## src/adc_seq_pkg.sv

```systemverilog
// constants, register map and carrier types for the converter sequencer
package adc_seq_pkg;
   // register addresses in the register-addressing space
   localparam logic [7:0] RES_HIGH_ADDR = 8'hd0;
   localparam logic [7:0] RES_LOW_ADDR  = 8'hd1;
   localparam logic [7:0] CTRL_ADDR     = 8'hd2;
   localparam logic [7:0] CTRL_RESET    = 8'h00;
   localparam logic [7:0] RES_RESET     = 8'h00;
   // control register field positions
   localparam int CHAN_MSB  = 7;
   localparam int CHAN_LSB  = 4;
   localparam int EOC_BIT   = 3;
   localparam int CLK_MSB   = 2;
   localparam int CLK_LSB   = 1;
   localparam int START_BIT = 0;
   // channel space: codes 0..8 valid, above reserved
   localparam int         NUM_CHANNELS = 9;
   localparam logic [3:0] CHAN_MAX     = 4'h8;
   // conversion shape
   localparam int         RES_BITS      = 10;
   localparam logic [9:0] SAR_MIDSCALE  = 10'h200;
   localparam logic [3:0] SETUP_TICKS   = 4'ha;
   localparam logic [3:0] TICKS_PER_BIT = 4'h4;
   localparam logic [3:0] TOP_BIT       = 4'h9;
   localparam logic [5:0] RES_LOW_PAD   = 6'h00;
   // conversion clock select codes and divisors
   localparam logic [1:0] CLK_DIV16 = 2'h0;
   localparam logic [1:0] CLK_DIV8  = 2'h1;
   localparam logic [1:0] CLK_DIV4  = 2'h2;
   localparam logic [1:0] CLK_DIV1  = 2'h3;
   localparam logic [3:0] DIV16_TERM = 4'hf;
   localparam logic [3:0] DIV8_TERM  = 4'h7;
   localparam logic [3:0] DIV4_TERM  = 4'h3;
   localparam logic [3:0] DIV1_TERM  = 4'h0;

   typedef enum logic [1:0] {
      ST_IDLE  = 2'b00,
      ST_SETUP = 2'b01,
      ST_TRIAL = 2'b11,
      ST_DONE  = 2'b10
   } seq_state_t;

   typedef struct packed {
      logic [3:0] chan;
      logic       eoc;
      logic [1:0] clk_sel;
      logic       start;
   } ctrl_t;

   typedef struct packed {
      logic [7:0] addr;
      logic       wr;
      logic [7:0] wdata;
   } reg_req_t;

   typedef struct packed {
      logic [3:0] cnt;
      logic       tick;
   } div_state_t;

   typedef struct packed {
      ctrl_t      ctrl;
      seq_state_t state;
      logic [3:0] conv_chan;
      logic [9:0] sar;
      logic [3:0] bit_idx;
      logic [3:0] cnt;
      logic [7:0] res_high;
      logic [7:0] res_low;
      logic [7:0] rd_data;
      logic [8:0] mux_sel;
      logic       busy;
      logic       cmp_meta;
      logic       cmp_sync;
   } seq_regs_t;
endpackage

```

## src/conv_clock_divider.sv

```systemverilog
// conversion clock tick generator: system clock divided by 16, 8, 4 or 1
`timescale 1ns/1ps
`default_nettype none
module conv_clock_divider (
   input  wire logic       clk_in,      // system clock
   input  wire logic       arst_n_in,   // async reset, active low
   input  wire logic       restart_in,  // realign phase at conversion start
   input  wire logic [1:0] div_sel_in,  // clock select code
   output logic            tick_out     // one-cycle conversion clock tick
);
   adc_seq_pkg::div_state_t cur_ff, nxt_s;

   // last count value of the divider for a select code
   function automatic logic [3:0] div_term(input logic [1:0] sel);
      case (sel)
         adc_seq_pkg::CLK_DIV16: div_term = adc_seq_pkg::DIV16_TERM;
         adc_seq_pkg::CLK_DIV8:  div_term = adc_seq_pkg::DIV8_TERM;
         adc_seq_pkg::CLK_DIV4:  div_term = adc_seq_pkg::DIV4_TERM;
         default:                div_term = adc_seq_pkg::DIV1_TERM;
      endcase
   endfunction

   // restart keeps the first setup tick a full period away
   always_comb begin
      nxt_s = cur_ff;
      if (restart_in) begin
         nxt_s.cnt  = 4'h0;
         nxt_s.tick = 1'b0;
      end else if (cur_ff.cnt >= div_term(div_sel_in)) begin
         nxt_s.cnt  = 4'h0;
         nxt_s.tick = 1'b1;
      end else begin
         nxt_s.cnt  = cur_ff.cnt + 4'h1;
         nxt_s.tick = 1'b0;
      end
   end

   always_ff @(posedge clk_in or negedge arst_n_in) begin
      if (!arst_n_in) begin
         cur_ff <= '0;
      end else begin
         cur_ff <= nxt_s;
      end
   end

   assign tick_out = cur_ff.tick;
endmodule
`default_nettype wire

```

## src/sar_adc_sequencer.sv

```systemverilog
// successive-approximation converter sequencer with control and result registers
`timescale 1ns/1ps
`default_nettype none
module sar_adc_sequencer (
   input  wire logic                  clk_in,               // system clock, 100 MHz
   input  wire logic                  arst_n_in,            // async reset, active low
   input  wire adc_seq_pkg::reg_req_t reg_req_in,           // register write request
   input  wire logic [7:0]            reg_rd_addr_in,       // register read address
   input  wire logic [8:0]            analog_pin_enable_in, // per-pin analog enable
   input  wire logic                  comparator_in,        // analog comparator, async
   output logic [7:0]                 rd_data_out,          // registered read data
   output logic [9:0]                 dac_code_out,         // resistor-string code
   output logic [8:0]                 mux_sel_out,          // one-hot analog input switch
   output logic                       busy_out              // conversion in progress
);
   adc_seq_pkg::seq_regs_t cur_ff, nxt_s;
   logic tick;
   logic wr_ctrl;
   logic start_req;

   // one-hot input switch; reserved codes close no switch
   function automatic logic [8:0] chan_onehot(input logic [3:0] chan);
      chan_onehot = '0;
      if (chan <= adc_seq_pkg::CHAN_MAX) begin
         chan_onehot[chan] = 1'b1;
      end
   endfunction

   // register read decode; unmapped addresses read zero
   function automatic logic [7:0] read_mux(input logic [7:0] addr,
                                           input adc_seq_pkg::seq_regs_t r);
      case (addr)
         adc_seq_pkg::CTRL_ADDR:     read_mux = r.ctrl;
         adc_seq_pkg::RES_HIGH_ADDR: read_mux = r.res_high;
         adc_seq_pkg::RES_LOW_ADDR:  read_mux = r.res_low;
         default:                    read_mux = 8'h00;
      endcase
   endfunction

   // write decode shared by the register update and the sequencer
   assign wr_ctrl   = reg_req_in.wr && (reg_req_in.addr == adc_seq_pkg::CTRL_ADDR);
   assign start_req = wr_ctrl && reg_req_in.wdata[adc_seq_pkg::START_BIT] &&
                      (cur_ff.state == adc_seq_pkg::ST_IDLE);

   conv_clock_divider u_div (
      .clk_in     (clk_in),
      .arst_n_in  (arst_n_in),
      .restart_in (start_req),
      .div_sel_in (cur_ff.ctrl.clk_sel),
      .tick_out   (tick)
   );

   // sequencer, control register and result capture
   always_comb begin
      nxt_s = cur_ff;
      // two-stage synchroniser for the comparator decision
      nxt_s.cmp_meta = comparator_in;
      nxt_s.cmp_sync = cur_ff.cmp_meta;
      // writable fields; done flag ignores software writes
      if (wr_ctrl) begin
         nxt_s.ctrl.chan    = reg_req_in.wdata[adc_seq_pkg::CHAN_MSB:adc_seq_pkg::CHAN_LSB];
         nxt_s.ctrl.clk_sel = reg_req_in.wdata[adc_seq_pkg::CLK_MSB:adc_seq_pkg::CLK_LSB];
         nxt_s.ctrl.start   = reg_req_in.wdata[adc_seq_pkg::START_BIT];
      end
      case (cur_ff.state)
         adc_seq_pkg::ST_IDLE: begin
            if (start_req) begin
               nxt_s.state     = adc_seq_pkg::ST_SETUP;
               nxt_s.conv_chan = reg_req_in.wdata[adc_seq_pkg::CHAN_MSB:adc_seq_pkg::CHAN_LSB];
               nxt_s.sar       = adc_seq_pkg::SAR_MIDSCALE;
               nxt_s.bit_idx   = adc_seq_pkg::TOP_BIT;
               nxt_s.cnt       = 4'h0;
               nxt_s.ctrl.eoc  = 1'b0;
            end
         end
         adc_seq_pkg::ST_SETUP: begin
            if (tick) begin
               if (cur_ff.cnt == adc_seq_pkg::SETUP_TICKS - 4'h1) begin
                  nxt_s.state = adc_seq_pkg::ST_TRIAL;
                  nxt_s.cnt   = 4'h0;
               end else begin
                  nxt_s.cnt = cur_ff.cnt + 4'h1;
               end
            end
         end
         adc_seq_pkg::ST_TRIAL: begin
            // the code settles for three ticks; the decision is sampled on the fourth
            if (tick) begin
               if (cur_ff.cnt == adc_seq_pkg::TICKS_PER_BIT - 4'h1) begin
                  nxt_s.cnt = 4'h0;
                  if (!cur_ff.cmp_sync) begin
                     nxt_s.sar[cur_ff.bit_idx] = 1'b0;
                  end
                  if (cur_ff.bit_idx == 4'h0) begin
                     nxt_s.state = adc_seq_pkg::ST_DONE;
                  end else begin
                     nxt_s.bit_idx                    = cur_ff.bit_idx - 4'h1;
                     nxt_s.sar[cur_ff.bit_idx - 4'h1] = 1'b1;
                  end
               end else begin
                  nxt_s.cnt = cur_ff.cnt + 4'h1;
               end
            end
         end
         adc_seq_pkg::ST_DONE: begin
            // each completion overwrites the previous result
            nxt_s.res_high = cur_ff.sar[9:2];
            nxt_s.res_low  = {cur_ff.sar[1:0], adc_seq_pkg::RES_LOW_PAD};
            nxt_s.ctrl.eoc = 1'b1;
            nxt_s.state    = adc_seq_pkg::ST_IDLE;
         end
         default: begin
            nxt_s.state = adc_seq_pkg::ST_IDLE;
         end
      endcase
      // clearing the start bit aborts a conversion at once
      if (wr_ctrl && !reg_req_in.wdata[adc_seq_pkg::START_BIT] &&
          cur_ff.state != adc_seq_pkg::ST_IDLE) begin
         nxt_s.state = adc_seq_pkg::ST_IDLE;
      end
      // only the converting pin, and only if analog-enabled, is switched in
      nxt_s.busy    = (nxt_s.state != adc_seq_pkg::ST_IDLE);
      nxt_s.mux_sel = nxt_s.busy ? (chan_onehot(nxt_s.conv_chan) & analog_pin_enable_in)
                                 : 9'h000;
      nxt_s.rd_data = read_mux(reg_rd_addr_in, cur_ff);
   end

   // every field clears on reset: start off, channel 0, divide by 16
   always_ff @(posedge clk_in or negedge arst_n_in) begin
      if (!arst_n_in) begin
         cur_ff          <= '0;
         cur_ff.ctrl     <= adc_seq_pkg::CTRL_RESET;
         cur_ff.state    <= adc_seq_pkg::ST_IDLE;
         cur_ff.res_high <= adc_seq_pkg::RES_RESET;
         cur_ff.res_low  <= adc_seq_pkg::RES_RESET;
      end else begin
         cur_ff <= nxt_s;
      end
   end

   assign rd_data_out  = cur_ff.rd_data;
   assign dac_code_out = cur_ff.sar;
   assign mux_sel_out  = cur_ff.mux_sel;
   assign busy_out     = cur_ff.busy;
endmodule
`default_nettype wire

```

## config.mk

```make
export PLATFORM = sky130hd
export DESIGN_NAME = sar_adc_sequencer
export DESIGN_NICKNAME = d
export VERILOG_FILES = /design/src/adc_seq_pkg.sv /design/src/conv_clock_divider.sv /design/src/sar_adc_sequencer.sv
export SDC_FILE = /design/constraint.sdc
export NUM_CORES = 1
export LEC_CHECK = 0
export BUFFER_PORTS_ARGS = -buffer_cell sky130_fd_sc_hd__buf_4
export CORE_ASPECT_RATIO = 1.1
export CORE_UTILIZATION = 40
export DETAILED_ROUTE_END_ITERATION = 12
export PLACE_DENSITY = 0.59
export SYNTH_ARGS = -nofsm -noshare
export SYNTH_HDL_FRONTEND = slang
export SYNTH_SLANG_ARGS = --single-unit
```

## constraint.sdc

```tcl
create_clock -name clk_in -period 2.27 [get_ports clk_in]
set_input_delay 0.454 -clock clk_in [delete_from_list [all_inputs] [get_ports clk_in]]
set_output_delay 0.454 -clock clk_in [all_outputs]
set_load 0.01 [all_outputs]
```

==> impl_metrics.py <==
metrics = {
    "logic_synthesis": {
        "synthXorXnorAreaFrac_pct": 0.512,
        "synth_edf_count": 0,
        "yosys_warnings": 0,
        "yosys.cell_types.count": 47,
        "synth_top_family_by_area": "simple AND/OR/NAND/NOR gates",
        "synth_mux_area_share_pct": 10.9,
        "yosys_register_bits": 67,
        "seq_area_frac_synth_pct": 49.0,
        "syn_nets": 369,
        "synth-adder-area-share_pct": 2.56,
        "synth_area_um2": 3420,
        "synth_compound_area_share_pct": 9.80,
        "async_flop_share_pct": 100,
        "syn_area_per_cell_um2": 10.5,
        "ys.flop_type": "dfrtp_1",
        "postSynthCellCount": 325,
        "synthSimpleGateAreaFrac_pct": 17.4,
    },
    "die": {
        "top_level_ports": 65,
        "die-area_um2": 8930,
        "die_y_um": 99.0,
        "rows": 35,
        "coreArea_um2": 8320,
        "initial_utilization_pct": 41.1,
        "die_w_um": 90.2,
    },
    "pwr": {
        "seqPwrFrac_pct": 50.7,
        "ir_worst_vdd_v": 0.000416,
        "power_density_nw_per_um2": 672,
        "pwr-share-comb_pct": 15.6,
        "power_leakage_nw": 1.83,
        "pwr-share-clk_pct": 33.7,
        "switchingPower_uw": 747,
        "p_sw_share_pct": 27.7,
        "intPower_mw": 1.95,
        "power_mw": 2.69,
    },
    "clocking": {
        "clock_latency_ns": 0.34,
        "postCtsResizedCells": 0,
        "clock-sinks": 67,
        "clock_tree.root_cell": "clkbuf_8",
        "cts_setup_buffers": 0,
        "numCtsBuffers": 9,
        "ctsHoldBuffers": 0,
        "htree_levels": 3,
        "path_clk_slew_ns": 0.08,
        "clk_path_buf_depth": 2,
        "cts_tree": "done",
    },
    "detailed_routing": {
        "drtIter0Drc": 73,
        "dr.pass1.iters": 4,
        "ant_nets": 0,
        "drcViolationCount": 0,
        "vias": 2445,
        "finalWirelength_um": 6940,
        "vias_per_cell": 5.08,
        "wire_per_inst_um": 14.4,
    },
    "outcome": {
        "outcome": "finished clean",
    },
    "placed_design": {
        "dp_cells": 465,
        "finalWeightedCongestion": 0.854,
        "portBuffers": 63,
        "dp_hpwl_um": 5120,
    },
    "timing": {
        "setup_tns_ns": 0,
        "min_period_ns": 1.91,
        "holdWs_ns": 0.0860,
        "hold_violations": 0,
        "grt_setup_unrepaired": "false",
        "max_slew_margin_pct": 27.9,
        "fmax_mhz": 524,
        "skew_ns": 0.0102,
        "min_period_over_period_pct": 84.0,
        "drv_slew": 0,
        "worst_pin_slew_ns": 1.08,
        "final-setup-viol-count": 0,
    },
    "grt": {
        "busiest_layer": "met2",
        "track_usage_pct": 16.6,
        "grtUsageMet2_pct": 26.5,
        "grt_max_degree": 44,
        "groute.layer.met1.usage_pct": 22.1,
        "grt_pass1_vias": 2315,
        "antenna_found_initial": 0,
        "grt.overflow.total": 0,
        "grt_util_met3_pct": 3.78,
        "grt_pass1_wl_um": 11600,
    },
    "cells_and_area": {
        "instances_no_fill": 481,
        "final_common_cell": "buf_4",
        "antenna_cells": 0,
        "final_layout_size_suffix_gt1_share_pct": 30.5,
        "final_cell_mix": "71 x buf_4, 67 x dfrtp_1, 26 x nand2_1",
        "fin_nets": 409,
        "syn_to_final_growth_pct": 17.0,
    },
    "setup_path": {
        "cpLargestDelayFamily": "compound AO/OA/AOI/OAI gates",
        "timing.critical_path.cells": "ha_1 > and4bb_2 > nand2_1 > a2111oi_0 > o22a_1",
        "cp_num_buf_inv": 0,
        "rr_startpoint": "cur_ff[36]",
        "critPathMaxStageDelay_ns": 0.51,
        "start_kind": "flip-flop",
        "critPathLaunch": "cur_ff[36]",
        "worst_setup_path_end_kind": "flip-flop",
        "required_ns": 2.54,
        "crit_type": "flip-flop to flip-flop",
        "path_max_fanout": 7,
        "arrival_ns": 2.18,
        "cp_slowest_cell": "a2111oi_0",
    },
    "min_path": {
        "min_path_type": "input pin to async pin",
    },
    "job": {
        "maxCapViolations": 0,
    },
}
cell usage after synthesis (all sizes together) (2+ instances only):
library cell  number  area (um2)
nor3b              3        27.5
o22a               2        17.5
inv               17        63.8
nand3              6        30.0
ha                 7        87.6
nor2b             10        62.6
o221ai             2        17.5
o22ai              5        31.3
mux2i             16         160
o211ai             2        15.0
xor2               2        17.5
o21ai              9        45.0
a211oi             3        22.5
nand2b             5        31.3
a2111oi            4        35.0
a31oi              5        31.3
nor2              23        86.3
clkbuf            12        45.0
dfrtp             67        1680
and4bb             2        25.0
a21oi              2        10.0
mux2              19         214
nand4              3        18.8
o311ai             3        26.3
nand2             26        97.6
or2                3        18.8
o2bb2ai            3        26.3
nor3               6        30.0
nor4b              3        41.3
nor4               9        56.3
buf               30         224
and2               3        18.8
a21o               2        15.0
a41oi              2        17.5
kinds of logic (layout without fill, tap and decap cells):
family                     count (synthesis)  after routing
DFF                                       67             67
buffers and inverters                     59            104
adders and majority gates                  7              7
AOI/OAI and AO/OA                         47             47
muxes                                     35             35
and+or+nand+nor                          108            108
xor gates and xnor gates                   2              2
state kept, by name, indices dropped and copies added, names as in the netlist:
signal	count
cur_ff	34
dac_code_out	10
mux_sel_out	9
rd_data_out	8
u_div.cur_ff	4
busy_out	1
u_div.tick_out	1
per-layer routing:
| metal | vias to the layer above | share of wire (%) |
|---|---|---|
| met5 | - | 0 |
| met4 | 0 | 2.3 |
| met3 | 12 | 3.5 |
| met2 | 47 | 47 |
| met1 | 1173 | 47 |
| li1 | 1213 | - |
worst register-to-register path, stage by stage (launching register included):
cell	delay (ns)
dfrtp_1	0.41
ha_1	0.23
and4bb_2	0.30
nand2_1	0.18
a2111oi_0	0.51
o22a_1	0.22
power by group through the flow:
stage	clock network, mW	registers (mW)	logic [mW]
floorplan	0	1.36	0.293
global placement	0	1.39	0.411
detailed placement	0	1.39	0.422
CTS	0.935	1.36	0.425
global route	0.982	1.38	0.482
finish	0.907	1.37	0.420
layout make-up:
cell class / count / area (um2)
fill: 795 / 4320
sequential: 67 / 1680
multi-input combinational: 199 / 1410
timing repair buffer: 71 / 533
clock buffer: 12 / 155
tap: 111 / 139
inverter: 17 / 63.8
clock inverter: 4 / 25.0
metrics by stage:
step                setup WS, ns  area, um2  utilization [%]
floorplan                  0.438       3420                -
global placement           0.107       3820             46.0
detailed placement        0.0755       3820             46.0
CTS                        0.360       4000             48.1
global route               0.206       4000             48.1
finish                     0.362       4000             48.1
final timing paths:
| kind | endpoint | slack [ns] | cells after the start |
|---|---|---|---|
| worst max-delay path | dac_code_out[2] | 0.36 | 5 |
| worst min-delay path | mux_sel_out[7] | 0.09 | 1 |
| worst max register to register | dac_code_out[2] | 0.36 | 5 |
| worst min register to register | cur_ff[0] | 0.35 | 0 |
| max in group asynchronous | cur_ff[63] | 1.61 | 2 |
| min in group clk_in | cur_ff[1] | 0.22 | 1 |
No activity file was read; power rests on OpenSTA's default activity.
